===== src/design/clock_generator_pkg.sv =====
// constants shared by the clock generator unit and its dividers
// assumes a single 100 MHz system clock and word-wide Avalon-MM access
package clock_generator_pkg;
  // register byte offsets
  localparam logic [7:0] PLL_CTRL_OFS   = 8'h00; // reference select, bypass
  localparam logic [7:0] PLL_FACTOR_OFS = 8'h04; // multiplier, divider, output divider
  localparam logic [7:0] POWER_OFS      = 8'h08; // deep sleep select, mii gates
  localparam logic [7:0] MON_SEL_OFS    = 8'h0c; // monitored clock select
  localparam logic [7:0] MON_COUNT_OFS  = 8'h10; // pulses seen on monitored clock
  localparam logic [7:0] CFG_BASE_OFS   = 8'h40; // first per-clock config word
  // field positions
  localparam int REF_SEL_BIT  = 0;
  localparam int BYPASS_BIT   = 1;
  localparam int MULT_LSB     = 0;
  localparam int DIV_LSB      = 8;
  localparam int ODIV_LSB     = 16;
  localparam int DEEP_BIT     = 0;
  localparam int RX_EN_BIT    = 1;
  localparam int TX_EN_BIT    = 2;
  localparam int SRC_LSB      = 0;
  localparam int PRE_LSB      = 4;
  // reset values
  localparam logic [5:0] MULT_RESET = 6'h01;
  localparam logic [5:0] DIV_RESET  = 6'h01;
  localparam logic [1:0] ODIV_RESET = 2'h0;
  // derived clock count and positions
  localparam int NUM_CLOCKS   = 16;
  localparam int CONV_IDX     = 1;
  localparam int FAST_CLOCKS  = 4;  // system, converter, both serial: 1/1..1/8
  localparam int CAL_IDX      = 14;
  localparam int MON_WIDTH    = 5;
  localparam int COUNT_WIDTH  = 16;
  // source codes, reset code is the rc oscillator
  typedef enum logic [1:0] {SRC_RC, SRC_PLL, SRC_EXT, SRC_LOW} src_t;
  localparam logic [2:0] PRE_FAST_MASK = 3'h3;
  localparam logic [2:0] PRE_SLOW_MASK = 3'h7;
endpackage


===== src/design/src_pulse_if.sv =====
// carries the four source-clock pulses to every derived-clock divider
// assumes all pulses are one clk cycle wide, in the clk domain
`timescale 1ns/100ps
interface src_pulse_if;
  logic [3:0] pulse; // indexed by src_t
  modport drive (output pulse);
  modport take  (input  pulse);
endinterface


===== src/design/clock_generator_unit.sv =====
// clock generator unit: sources, pll, sixteen derived clocks, sleep gating,
// mii clock gating and monitoring, configured over Avalon-MM
// assumes oscillator and pad clocks are asynchronous and slower than clk/2
// Function
// - external and rc oscillators feed system clock
// - 32.768 kHz source drives calendar clock only
// - pll reference runs 8 to 24 MHz
// - register picks pll reference oscillator
// - pll out is in times m over n over od
// - m and n are six-bit unsigned fields
// - od factor is one, two, four or eight
// - each derived clock picks its own source
// - fast clocks divide by 1 to 8
// - slow clocks divide by 1 to 128
// - two timer and eight pwm clocks exist
// - random clock is raw pll output
// - converter and random clocks stop in sleep
// - mii receive and transmit clocks are gateable
// - every generated clock can be monitored
// - deep sleep also gates bus and memory
`timescale 1ns/100ps
module clock_generator_unit
  import clock_generator_pkg::*;
(
  input  wire logic        clk,
  input  wire logic        rst_n,
  // Avalon-MM slave
  input  wire logic [7:0]  address,
  input  wire logic        read,
  input  wire logic        write,
  input  wire logic [31:0] writedata,
  output logic      [31:0] readdata,
  output logic             waitrequest,
  // oscillator and pad clocks, asynchronous
  input  wire logic        extOscClock,
  input  wire logic        rcOscClock,
  input  wire logic        lowSpeedClock,
  input  wire logic        miiRxPad,
  input  wire logic        miiTxPad,
  // processor sleep state, same domain
  input  wire logic        cpuSleep,
  // generated clocks as one-cycle edge pulses, sleep clock enables as levels
  output logic      [15:0] derivedClock,
  output logic             randomGenClock,
  output logic             miiRxClock,
  output logic             miiTxClock,
  output logic             cpuClockEn,
  output logic             busClockEn,
  output logic             memClockEn,
  output logic             monitorClock
);
  // synchronisers: stage a, stage b, then previous for edge detect
  logic [4:0] syncA;
  logic [4:0] syncB;
  logic [4:0] syncPrev;
  logic [4:0] rise;      // 0 ext, 1 rc, 2 low, 3 rx, 4 tx

  // registers
  logic        refSel;           // 0 rc, 1 external
  logic        bypass;
  logic [5:0]  mult;
  logic [5:0]  div;
  logic [1:0]  odiv;
  logic        deepSleepSelect;
  logic        rxEn;
  logic        txEn;
  logic [MON_WIDTH-1:0]   monSel;
  logic [COUNT_WIDTH-1:0] monCount;
  src_t        cfgSrc [NUM_CLOCKS];
  logic [2:0]  cfgPre [NUM_CLOCKS];

  logic        pllPulse;
  logic        refPulse;
  logic [15:0] divOut;
  logic [22:0] monVec;
  logic        monNow;
  logic        access;
  logic        wrTake;
  logic        cfgHit;
  logic [3:0]  cfgIdx;
  logic [31:0] next_readdata;

  src_pulse_if srcBus ();

  // two flip-flops before any logic reads a pin
  always_ff @(posedge clk or negedge rst_n) begin
    if (!rst_n) begin
      syncA    <= 5'h00;
      syncB    <= 5'h00;
      syncPrev <= 5'h00;
    end else begin
      syncA    <= {miiTxPad, miiRxPad, lowSpeedClock, rcOscClock, extOscClock};
      syncB    <= syncA;
      syncPrev <= syncB;
    end
  end
  assign rise = syncB & ~syncPrev;

  // pll reference choice; range 8..24 MHz is the board's duty
  assign refPulse = refSel ? rise[0] : rise[1];

  pll_rate_model pll (
    .clk      (clk),
    .rst_n    (rst_n),
    .refPulse (refPulse),
    .mult     (mult),
    .div      (div),
    .odiv     (odiv),
    .bypass   (bypass),
    .pllPulse (pllPulse)
  );

  // low-speed pulse is offered to every divider but only the calendar
  // clock may store that code
  assign srcBus.pulse = {rise[2], rise[0], pllPulse, rise[1]};

  // sixteen derived clocks: system, converter, two serial, two timers,
  // eight pwm, calendar, watchdog
  for (genvar i = 0; i < NUM_CLOCKS; i++) begin : g_div
    derived_clock_divider dv (
      .clk      (clk),
      .rst_n    (rst_n),
      .src      (srcBus),
      .srcSel   (cfgSrc[i]),
      .preSel   (cfgPre[i]),
      .outPulse (divOut[i])
    );
  end

  // bus decode
  assign access = (read || write) && waitrequest;
  assign wrTake = write && !waitrequest;
  assign cfgHit = address[7:6] == CFG_BASE_OFS[7:6];
  assign cfgIdx = address[5:2];

  function automatic logic [2:0] pre_mask(input logic [3:0] idx);
    pre_mask = (idx < 4'(FAST_CLOCKS)) ? PRE_FAST_MASK : PRE_SLOW_MASK;
  endfunction

  // read mux, unmapped addresses read zero
  always_comb begin
    next_readdata = 32'h0000_0000;
    if (cfgHit) begin
      next_readdata[SRC_LSB +: 2] = cfgSrc[cfgIdx];
      next_readdata[PRE_LSB +: 3] = cfgPre[cfgIdx];
    end else begin
      case (address)
        PLL_CTRL_OFS: begin
          next_readdata[REF_SEL_BIT] = refSel;
          next_readdata[BYPASS_BIT]  = bypass;
        end
        PLL_FACTOR_OFS: begin
          next_readdata[MULT_LSB +: 6] = mult;
          next_readdata[DIV_LSB +: 6]  = div;
          next_readdata[ODIV_LSB +: 2] = odiv;
        end
        POWER_OFS: begin
          next_readdata[DEEP_BIT]  = deepSleepSelect;
          next_readdata[RX_EN_BIT] = rxEn;
          next_readdata[TX_EN_BIT] = txEn;
        end
        MON_SEL_OFS:   next_readdata[MON_WIDTH-1:0]   = monSel;
        MON_COUNT_OFS: next_readdata[COUNT_WIDTH-1:0] = monCount;
        default:       next_readdata = 32'h0000_0000;
      endcase
    end
  end

  // waitrequest drops for exactly one cycle after a request appears
  always_ff @(posedge clk or negedge rst_n) begin
    if (!rst_n) begin
      waitrequest <= 1'b1;
      readdata    <= 32'h0000_0000;
    end else begin
      waitrequest <= !access;
      readdata    <= access ? next_readdata : readdata;
    end
  end

  // control register writes
  always_ff @(posedge clk or negedge rst_n) begin
    if (!rst_n) begin
      refSel          <= 1'b0;
      bypass          <= 1'b0;
      mult            <= MULT_RESET;
      div             <= DIV_RESET;
      odiv            <= ODIV_RESET;
      deepSleepSelect <= 1'b0;
      rxEn            <= 1'b0;
      txEn            <= 1'b0;
      monSel          <= '0;
    end else if (wrTake) begin
      case (address)
        PLL_CTRL_OFS: begin
          refSel <= writedata[REF_SEL_BIT];
          bypass <= writedata[BYPASS_BIT];
        end
        PLL_FACTOR_OFS: begin
          mult <= writedata[MULT_LSB +: 6];
          div  <= writedata[DIV_LSB +: 6];
          odiv <= writedata[ODIV_LSB +: 2];
        end
        POWER_OFS: begin
          deepSleepSelect <= writedata[DEEP_BIT];
          rxEn            <= writedata[RX_EN_BIT];
          txEn            <= writedata[TX_EN_BIT];
        end
        MON_SEL_OFS: monSel <= writedata[MON_WIDTH-1:0];
        default: ;
      endcase
    end
  end

  // per-clock config words; prescale bits beyond the clock's range drop
  always_ff @(posedge clk or negedge rst_n) begin
    if (!rst_n) begin
      for (int i = 0; i < NUM_CLOCKS; i++) begin
        cfgSrc[i] <= SRC_RC;
        cfgPre[i] <= 3'h0;
      end
    end else if (wrTake && cfgHit) begin
      cfgPre[cfgIdx] <= writedata[PRE_LSB +: 3] & pre_mask(cfgIdx);
      if (src_t'(writedata[SRC_LSB +: 2]) == SRC_LOW && cfgIdx != 4'(CAL_IDX)) begin
        cfgSrc[cfgIdx] <= SRC_RC;
      end else begin
        cfgSrc[cfgIdx] <= src_t'(writedata[SRC_LSB +: 2]);
      end
    end
  end

  // monitor: every generated clock and every source can be picked
  assign monVec = {rise[2], rise[0], rise[1], miiTxClock, miiRxClock,
                   randomGenClock, pllPulse, derivedClock};
  assign monNow = (monSel < 5'd23) ? monVec[monSel] : 1'b0;

  // count monitored edges; a write clears, but an edge in the same
  // cycle survives as a count of one
  always_ff @(posedge clk or negedge rst_n) begin
    if (!rst_n) begin
      monCount     <= '0;
      monitorClock <= 1'b0;
    end else begin
      monitorClock <= monNow;
      if (wrTake && address == MON_COUNT_OFS) begin
        monCount <= COUNT_WIDTH'(monNow);
      end else if (monNow) begin
        monCount <= monCount + COUNT_WIDTH'(1);
      end
    end
  end

  // output gating by sleep state and mii enables
  always_ff @(posedge clk or negedge rst_n) begin
    if (!rst_n) begin
      derivedClock   <= 16'h0000;
      randomGenClock <= 1'b0;
      miiRxClock     <= 1'b0;
      miiTxClock     <= 1'b0;
      cpuClockEn     <= 1'b1;
      busClockEn     <= 1'b1;
      memClockEn     <= 1'b1;
    end else begin
      derivedClock           <= divOut;
      derivedClock[CONV_IDX] <= divOut[CONV_IDX] && !cpuSleep;
      randomGenClock         <= pllPulse && !cpuSleep;
      miiRxClock             <= rise[3] && rxEn;
      miiTxClock             <= rise[4] && txEn;
      cpuClockEn             <= !cpuSleep;
      busClockEn             <= !(cpuSleep && deepSleepSelect);
      memClockEn             <= !(cpuSleep && deepSleepSelect);
    end
  end
endmodule


===== src/design/pll_rate_model.sv =====
// digital rate model of the pll: out rate = ref rate * m / (n * od)
// assumes refPulse is a one-cycle pulse per reference rising edge
`timescale 1ns/100ps
module pll_rate_model
  import clock_generator_pkg::*;
(
  input  wire logic       clk,
  input  wire logic       rst_n,
  input  wire logic       refPulse,  // reference edge
  input  wire logic [5:0] mult,      // unsigned, bit 5 msb
  input  wire logic [5:0] div,       // unsigned, bit 5 msb
  input  wire logic [1:0] odiv,      // factor 2**(2*od1+od0)
  input  wire logic       bypass,    // pass the reference straight through
  output logic            pllPulse   // one pulse per output edge
);
  logic [10:0] acc;      // credit accumulator
  logic [10:0] denom;    // n * od, zero n read as one
  logic [10:0] credit;
  logic        emit;

  // od factor is a shift; n of zero would emit on every clk, so it counts as one
  assign denom  = 11'((div == 6'h00 ? 6'h01 : div)) << odiv;
  assign credit = acc + (refPulse ? {5'h00, mult} : 11'h000);
  assign emit   = (credit >= denom);

  // at most one output edge per clk: rates above clk are capped
  always_ff @(posedge clk or negedge rst_n) begin
    if (!rst_n) begin
      acc      <= 11'h000;
      pllPulse <= 1'b0;
    end else if (bypass) begin
      acc      <= 11'h000;
      pllPulse <= refPulse;
    end else begin
      acc      <= emit ? credit - denom : credit;
      pllPulse <= emit;
    end
  end
endmodule


===== src/design/derived_clock_divider.sv =====
// one derived clock: source select plus power-of-two prescaler
// assumes source pulses come through src_pulse_if; config may change at any time
`timescale 1ns/100ps
module derived_clock_divider
  import clock_generator_pkg::*;
(
  input  wire logic  clk,
  input  wire logic  rst_n,
  src_pulse_if.take  src,
  input  wire src_t  srcSel,   // wanted source
  input  wire logic [2:0] preSel, // wanted prescale exponent
  output logic       outPulse  // one pulse per derived edge
);
  src_t       activeSrc;   // source in use
  logic [2:0] activePre;   // prescale in use
  logic [6:0] cnt;         // source edges in this period
  logic       tick;
  logic       wrap;

  function automatic logic [6:0] period_last(input logic [2:0] e);
    period_last = 7'((8'h01 << e) - 8'h01);
  endfunction

  assign tick = src.pulse[activeSrc];
  assign wrap = tick && (cnt >= period_last(activePre));

  // new settings are adopted only at a period boundary, so no runt
  // period appears; limitation: a dead source delays the switch
  always_ff @(posedge clk or negedge rst_n) begin
    if (!rst_n) begin
      activeSrc <= SRC_RC;
      activePre <= 3'h0;
      cnt       <= 7'h00;
      outPulse  <= 1'b0;
    end else begin
      outPulse <= wrap;
      if (wrap) begin
        cnt       <= 7'h00;
        activeSrc <= srcSel;
        activePre <= preSel;
      end else if (tick) begin
        cnt <= cnt + 7'h01;
      end
    end
  end
endmodule


===== config.mk =====
export PLATFORM = sky130hd
export DESIGN_NAME = clock_generator_unit
export DESIGN_NICKNAME = d
export VERILOG_FILES = /design/src/design/clock_generator_pkg.sv /design/src/design/src_pulse_if.sv /design/src/design/clock_generator_unit.sv /design/src/design/pll_rate_model.sv /design/src/design/derived_clock_divider.sv
export SDC_FILE = /design/constraint.sdc
export NUM_CORES = 1
export LEC_CHECK = 0
export BUFFER_PORTS_ARGS = -buffer_cell sky130_fd_sc_hd__buf_2
export CORE_MARGIN = 2
export CORE_UTILIZATION = 56
export DETAILED_ROUTE_END_ITERATION = 6
export PLACE_DENSITY = 0.77
export SYNTH_ARGS = -nofsm -noshare
export SYNTH_HDL_FRONTEND = slang
export SYNTH_HIERARCHICAL = 1
export SYNTH_SLANG_ARGS = --single-unit

===== constraint.sdc =====
create_clock -name clk -period 4.38 [get_ports clk]
set_input_delay 0 -clock clk [delete_from_list [all_inputs] [get_ports clk]]
set_output_delay 0 -clock clk [all_outputs]
set_load 0.03 [all_outputs]

After elaboration in Yosys (flattened, before gate mapping)
Cells that the tools add are included.
{"block": "word_totals", "regBits": 410, "rom_bits": 0, "input_bits": 50, "output_inout_bits": 56, "mem_count": 0, "elab_cells": 379, "latch_bits": 0, "ram_bits": 0}
{"block": "classes", "n_mul": 0, "muxes": 101, "n_div": 0, "n_reduce_logical": 55, "n_shift": 17, "n_lt_le_gt_ge": 38, "add_sub_neg": 35, "bitwise": 6, "eq_ne": 7}
{"operator": "two-way mux 7 bit", "count": 32}
{"operator": "adder 7 x 1 -> 7 bit (second input constant)", "count": 16}
{"operator": "greater-or-equal comparator 7 bit", "count": 16}
{"operator": "left shift 1 x 3 -> 7 bit (first input constant)", "count": 16}
{"operator": "subtractor 7 x 1 -> 7 bit (second input constant)", "count": 16}
{"operator": "bitwise mux 48 bit", "count": 1}
{"operator": "less-than comparator 2 x 3 -> 1 bit (second input constant)", "count": 16}
{"operator": "nonzero test 2 bit", "count": 17}
{"operator": "two-way mux 11 bit", "count": 3}
{"operator": "AND 32 bit", "count": 1}
{"operator": "binary-select mux 1 bit (select 2 bit)", "count": 16}
{"operator": "bitwise mux 32 bit", "count": 1}
{"operator": "two-way mux 16 bit", "count": 2}
{"operator": "two-way mux 32 bit", "count": 1}
{"operator": "NOT 32 bit", "count": 1}
{"operator": "logical AND 1 bit", "count": 27}
{"operator": "two-way mux 1 bit", "count": 20}
{"operator": "adder 16 x 1 -> 16 bit (second input constant)", "count": 1}
{"operator": "== test 8 x 4 -> 1 bit (second input constant)", "count": 2}
{"operator": "two-way mux 2 bit", "count": 8}
{"operator": "two-way mux 3 bit", "count": 5}
{"operator": "binary-select mux 3 bit (select 4 bit)", "count": 1}
{"operator": "demux 3 bit (select 4 bit)", "count": 1}
{"operator": "two-way mux 6 bit", "count": 2}
{"operator": "other kinds (31)", "count": 37}

Logic depth before layout (Yosys ltp)
{"block": "depth", "ltp_word": 8, "mapped_depth": 17, "mapped_depth_nobuf": 17}

Cells and area by module
Netlist, hierarchy kept.
{"module": "derived_clock_divider", "cells_per_inst": 76, "n_inst": 16, "area_each_um2": 834.6, "seq_area_each_um2": 325.3}
{"module": "clock_generator_unit", "cells_per_inst": 560, "n_inst": 1, "area_each_um2": 7907.6, "seq_area_each_um2": 4410.5}
{"module": "pll_rate_model", "cells_per_inst": 183, "n_inst": 1, "area_each_um2": 1537.7, "seq_area_each_um2": 300.3}

Worst setup path after synthesis
Ideal clock, no wire load.
{"block": "synth_timing", "kind": "reg2reg", "start": "register syncPrev[1]", "end": "register pll.acc[4]", "n_path_buf": 1, "arrival_ps": 3995, "setup_time_ps": 133, "slack_ps": 251, "t_required_ps": 4247, "synth_period_minus_slack_ps": 4129, "stages_incl_launch_ff": 17, "path_cell_list": "dfrtp_1 nor2b_1 mux2_2 and2_1 ha_1 a211oi_1 nor2_1 o21a_1 o21ai_0 xnor2_1 ha_1 and3_1 a221o_1 a2111oi_4 buf_6 mux2i_1 nor2_1"}
{"block": "synth_between", "elab_chain_cells": 8, "elab_cells_between_ends": 9, "cone_classes": "add/sub (2); order compare (1); mux (4); bitwise (2)"}
{"item": "start, declared", "line": "clock_generator_unit.sv:55", "rtl": "logic [4:0] syncPrev;"}
{"item": "start signal, assigned", "line": "clock_generator_unit.sv:94", "rtl": "syncPrev <= syncB;"}
{"item": "NOT 5 bit *", "line": "clock_generator_unit.sv:97", "rtl": "assign rise = syncB & ~syncPrev;"}
{"item": "AND 5 bit *", "line": "clock_generator_unit.sv:97"}
{"item": "named net rise[1]", "line": "clock_generator_unit.sv:56", "rtl": "logic [4:0] rise;"}
{"item": "two-way mux 1 bit *", "line": "clock_generator_unit.sv:100", "rtl": "assign refPulse = refSel ? rise[0] : rise[1];"}
{"item": "named net refPulse", "line": "clock_generator_unit.sv:73", "rtl": "logic refPulse;"}
{"item": "two-way mux 6 bit *", "line": "pll_rate_model.sv:23", "rtl": "assign credit = acc + (refPulse ? {5'h00, mult} : 11'h000);"}
{"item": "adder 11 bit *", "line": "pll_rate_model.sv:23"}
{"item": "subtractor 11 bit / greater-or-equal comparator 11 bit (equally long branches)", "line": "pll_rate_model.sv:35, pll_rate_model.sv:24"}
{"item": "two-way mux 11 bit *", "line": "pll_rate_model.sv:35", "rtl": "acc <= emit ? credit - denom : credit;"}
{"item": "two-way mux 11 bit *", "line": "pll_rate_model.sv:31", "rtl": "end else if (bypass) begin"}
{"item": "end signal, assigned", "line": "pll_rate_model.sv:35"}
{"item": "end, declared", "line": "pll_rate_model.sv:16", "rtl": "logic [10:0] acc;"}
Mark *: on every way through the listed nets, which the timed path passes. The rest lies on a longest branch.
A chain may end at the register's enable or synchronous reset.

Worst setup path in the final report
{"block": "layout_timing", "start": "register syncB[0]", "end": "register pll.acc[7]"}
{"block": "layout_between", "elab_chain_cells": 7, "elab_cells_between_ends": 8, "cone_classes": "add/sub (2); order compare (1); mux (4); bitwise (1)"}
{"item": "start, declared", "line": "clock_generator_unit.sv:54", "rtl": "logic [4:0] syncB;"}
{"item": "start signal, assigned", "line": "clock_generator_unit.sv:93", "rtl": "syncB <= syncA;"}
{"item": "AND 5 bit *", "line": "clock_generator_unit.sv:97"}
{"item": "named net rise[0]", "line": "clock_generator_unit.sv:56"}
{"item": "two-way mux 1 bit *", "line": "clock_generator_unit.sv:100"}
{"item": "named net refPulse", "line": "clock_generator_unit.sv:73"}
{"item": "two-way mux 6 bit *", "line": "pll_rate_model.sv:23"}
{"item": "adder 11 bit *", "line": "pll_rate_model.sv:23"}
{"item": "subtractor 11 bit / greater-or-equal comparator 11 bit (equally long branches)", "line": "pll_rate_model.sv:35, pll_rate_model.sv:24"}
{"item": "two-way mux 11 bit *", "line": "pll_rate_model.sv:35"}
{"item": "two-way mux 11 bit *", "line": "pll_rate_model.sv:31"}
Marks and branches as above.

==> results.py <==
metrics = {
    "global_route": {
        "grt_usage_pct": 25.34,
        "grt_pass1_vias": 16360,
        "grt_max_degree": 114,
        "grt_overflow": 0,
        "antenna_found_initial": 4,
        "grt_first_pass_wirelength_um": 86170,
    },
    "clock_tree": {
        "cts_buffer_depth": 3,
        "cts-root-buf": "clkbuf_16",
        "clk_latency_ns": 0.54,
        "clkSlewWorstSetupHoldPaths_ns": 0.06,
        "numCtsBuffers": 43,
        "cts_tree": "built",
        "cts.sinks": 396,
        "htree_levels": 2,
    },
    "setup_path": {
        "reg2reg_from": "syncB[0]",
        "critPathMaxStageDelay_ns": 0.38,
        "cp.required_ns": 4.78,
        "crit_family": "compound AO/OA/AOI/OAI gates",
        "arrival_ns": 4.61,
        "path_max_fanout": 6,
        "end_kind": "flip-flop",
        "crit_chain": "nor2b_1 -> mux2_2 -> buf_4 -> and2_1 -> ha_1 -> a21o_1 -> a221o_1 -> a2111oi_4 -> inv_1 -> ha_1 -> nor3_1 -> a211oi_1 -> a2111oi_4 -> buf_6 -> mux2i_2 -> nor2_1",
        "cp_slowest_cell": "dfrtp_1",
        "rrSetupSlack_ns": 0.17,
        "reg2regPathDepth": 16,
        "regToRegEndpoint": "pll/acc[7]",
        "critPathBufInv": 3,
        "cp-start-kind": "flip-flop",
        "crit_start": "syncB[0]",
        "critPathKind": "reg -> reg",
    },
    "logic_synthesis": {
        "synth_area_um2": 22800,
        "synth.most_common_cell": "dfrtp_1",
        "yosys-top-cells-count": "dfrtp_1, ha_1, mux2_2",
        "synth_seq_cells": 396,
        "synth_xor_area_share_pct": 0.6531,
        "synth_top_family_by_area": "multiplexers",
        "synth_compound_area_share_pct": 12.90,
        "synthTopCellsByArea": "dfrtp_1, ha_1, mux2_2, mux2_4, a22o_1",
        "synthAdderAreaFrac_pct": 8.079,
        "ys_types": 72,
        "avgSynthCellArea_um2": 11.64,
        "yosys.area.top_type_share_pct": 42.92,
        "synthMuxAreaShare_pct": 17.09,
        "synth_top_cell_by_area": "dfrtp_1",
        "synthFlopType": "dfrtp_1",
        "synth_edf_count": 0,
        "post_synth_inst_count": 1959,
        "yosysWarnings": 6,
        "async_flop_share_pct": 100.0,
        "yosysSeqAreaShare_pct": 43.49,
        "yosys.area_share.simple_pct": 14.75,
    },
    "detailed_routing": {
        "antenna_left": 0,
        "route.vias.total": 16160,
        "routed_wl_um": 52660,
        "highest_layer": "met5",
        "drcViolationCount": 1,
        "drt-pass1-iter-count": 7,
        "wl_met2_um": 25720,
        "via_per_inst": 6.125,
        "wl_met3_um": 3056,
        "drt-met1-wl_um": 22790,
        "routedWlPerCell_um": 19.96,
        "drt-initial-drc-count": 1441,
    },
    "run": {
        "cap_violations": 0,
    },
    "worst_hold_path": {
        "min_path_cells": 4,
        "hp-class": "in -> reg",
        "holdPathEnd": "readdata[6]",
        "worstHoldStart": "read",
    },
    "sta": {
        "holdWs_ns": 0.02688,
        "finalCritPeriodShare_pct": 96.02,
        "tightestPinTransition_ns": 1.409,
        "drv_slew": 0,
        "min_period_ns": 4.206,
        "hold_violations": 0,
        "slew_headroom_pct": 5.842,
        "fmaxAchievable_mhz": 237.8,
        "fin_ws_ns": 0.1741,
        "setup_tns_ns": 0,
        "worst_clock_skew_ns": 0.01510,
        "final-setup-viol-count": 0,
    },
    "placed_design": {
        "dp_hpwl_um": 36260,
        "port_buffers": 74,
        "gp_congestion": 0.8645,
        "place_ws_ns": 0.1166,
    },
    "finish": {
        "area_growth_pct": 11.61,
        "final_nets": 2275,
        "drive_gt1_share_pct": 24.68,
        "fillers": 2909,
    },
    "floorplanning": {
        "design.core.area_um2": 39910,
        "dieArea_um2": 42340,
        "die_y_um": 205.8,
        "num_rows": 73,
        "start_util_pct": 57.12,
        "pin_count": 106,
        "die_x_um": 205.8,
    },
    "power": {
        "power.leakage_nw": 12.40,
        "powerDensity_nw_per_um2": 560.2,
        "vdd_drop_max_mv": 0.3536,
    },
    "run_status": {
        "violations": "DRC",
        "outcome": "finished with violations",
    },
}
## flip-flops by register name, summed over array words and instances, names as in the netlist, 2 cells and up
signal / flops
g_div.dv/cnt: 112
cfgPre: 48
g_div.dv/activePre: 48
cfgSrc: 32
g_div.dv/activeSrc: 32
readdata: 18
derivedClock: 16
g_div.dv/outPulse: 16
monCount: 16
pll/acc: 11
div: 6
mult: 6
monSel: 5
syncA: 5
syncB: 5
syncPrev: 5
odiv: 2
## cell families (layout without fill, tap and decap cells)
logic type | Yosys count | after routing
DFF | 396 | 396
adders and majority gates | 146 | 146
AOI/OAI and AO/OA | 385 | 385
and+or+nand+nor | 573 | 573
other | 1 | 16
buffers and inverters | 149 | 288
xor gates and xnor gates | 17 | 17
muxes | 292 | 292
## final cells by class
class / instances / area (um2) / area share (%)
antenna: 2 / 5.005 / 0.01967
clock buffer: 68 / 1333 / 5.237
clock inverter: 9 / 126.4 / 0.4966
inverter: 100 / 375.4 / 1.475
multi-input combinational: 1427 / 12300 / 48.33
sequential: 396 / 9916 / 38.97
tap: 525 / 656.9 / 2.581
timing repair buffer: 111 / 737.0 / 2.896
## worst max path at each step
stage                            end  slack [ns]  cells past startpoint
after floorplan           pll/acc[4]        0.25                     16
after global placement    pll/acc[7]        0.19                     17
after detailed placement  pll/acc[2]        0.12                     17
after CTS                 pll/acc[6]        0.07                     17
after global routing      pll/acc[2]       -0.02                     16
final                     pll/acc[7]        0.17                     16
## cell usage in the layout (no fill, tap or decap), drive strengths merged, types with 4 or more instances in the layout
cell type    instances
dfrtp              391
a31oi               18
clkinv               5
a21o                20
xnor2               13
nand4               37
nor4                13
xor2                 4
mux2i               42
nand2b              33
o21ai              156
and2                11
mux2               218
nand2              133
clkbuf              68
dlygate4sd3         21
nor3                11
nor2b               64
a222oi               7
ha                 144
o21a                22
or3                 19
inv                100
nand3               78
dfstp                5
buf                 90
a221oi               4
and3                55
mux4                32
conb                14
a211oi               6
a21oi               44
nor2               104
a22o                86
## power breakdown
| part | leakage [nW] | internal (mW) | switching (mW) |
|---|---|---|---|
| clock network | 0.716 | 2.26 | 1.47 |
| logic | 6.33 | 2.39 | 3.20 |
| registers | 5.35 | 4.25 | 0.690 |
## layer usage
metal | vias to the layer above | GRT usage [%]
met2 | 451 | 42.97
met5 | - | 0
met4 | 2 | 6.148
met1 | 8184 | 34.08
li1 | 7428 | -
met3 | 93 | 4.213
## worst register-to-register path, delay by kind of cell (launching register included)
| family | cells | cell delay [ns] |
|---|---|---|
| AO/OA/AOI/OAI | 5 | 1.42 |
| buffers and inverters | 3 | 0.46 |
| multiplexers | 2 | 0.49 |
| flip-flops | 1 | 0.38 |
| adder cells (fa/ha/maj) | 2 | 0.63 |
| AND/OR/NAND/NOR | 4 | 0.70 |
## repair_timing
item,in CTS,in global routing
setup endpoints to repair,0,10
hold buffers,21,0
gates resized for setup,0,13
endpoints found under the hold margin,156,0
buffers inserted,0,4
## metrics by stage
step | total power, mW | instance area (um2) | util (%) | instances
4_1_cts | 14.22 | 25350 | 63.50 | 2631
6_report | 14.26 | 25450 | 63.75 | 2638
5_1_grt | 15.11 | 25450 | 63.75 | 2638
2_1_floorplan | 9.163 | 22850 | - | 1972
3_5_place_dp | 10.41 | 23680 | 59.32 | 2533
3_3_place_gp | 10.15 | 23680 | 59.32 | 2533
No activity file was read; power rests on OpenSTA's default activity.
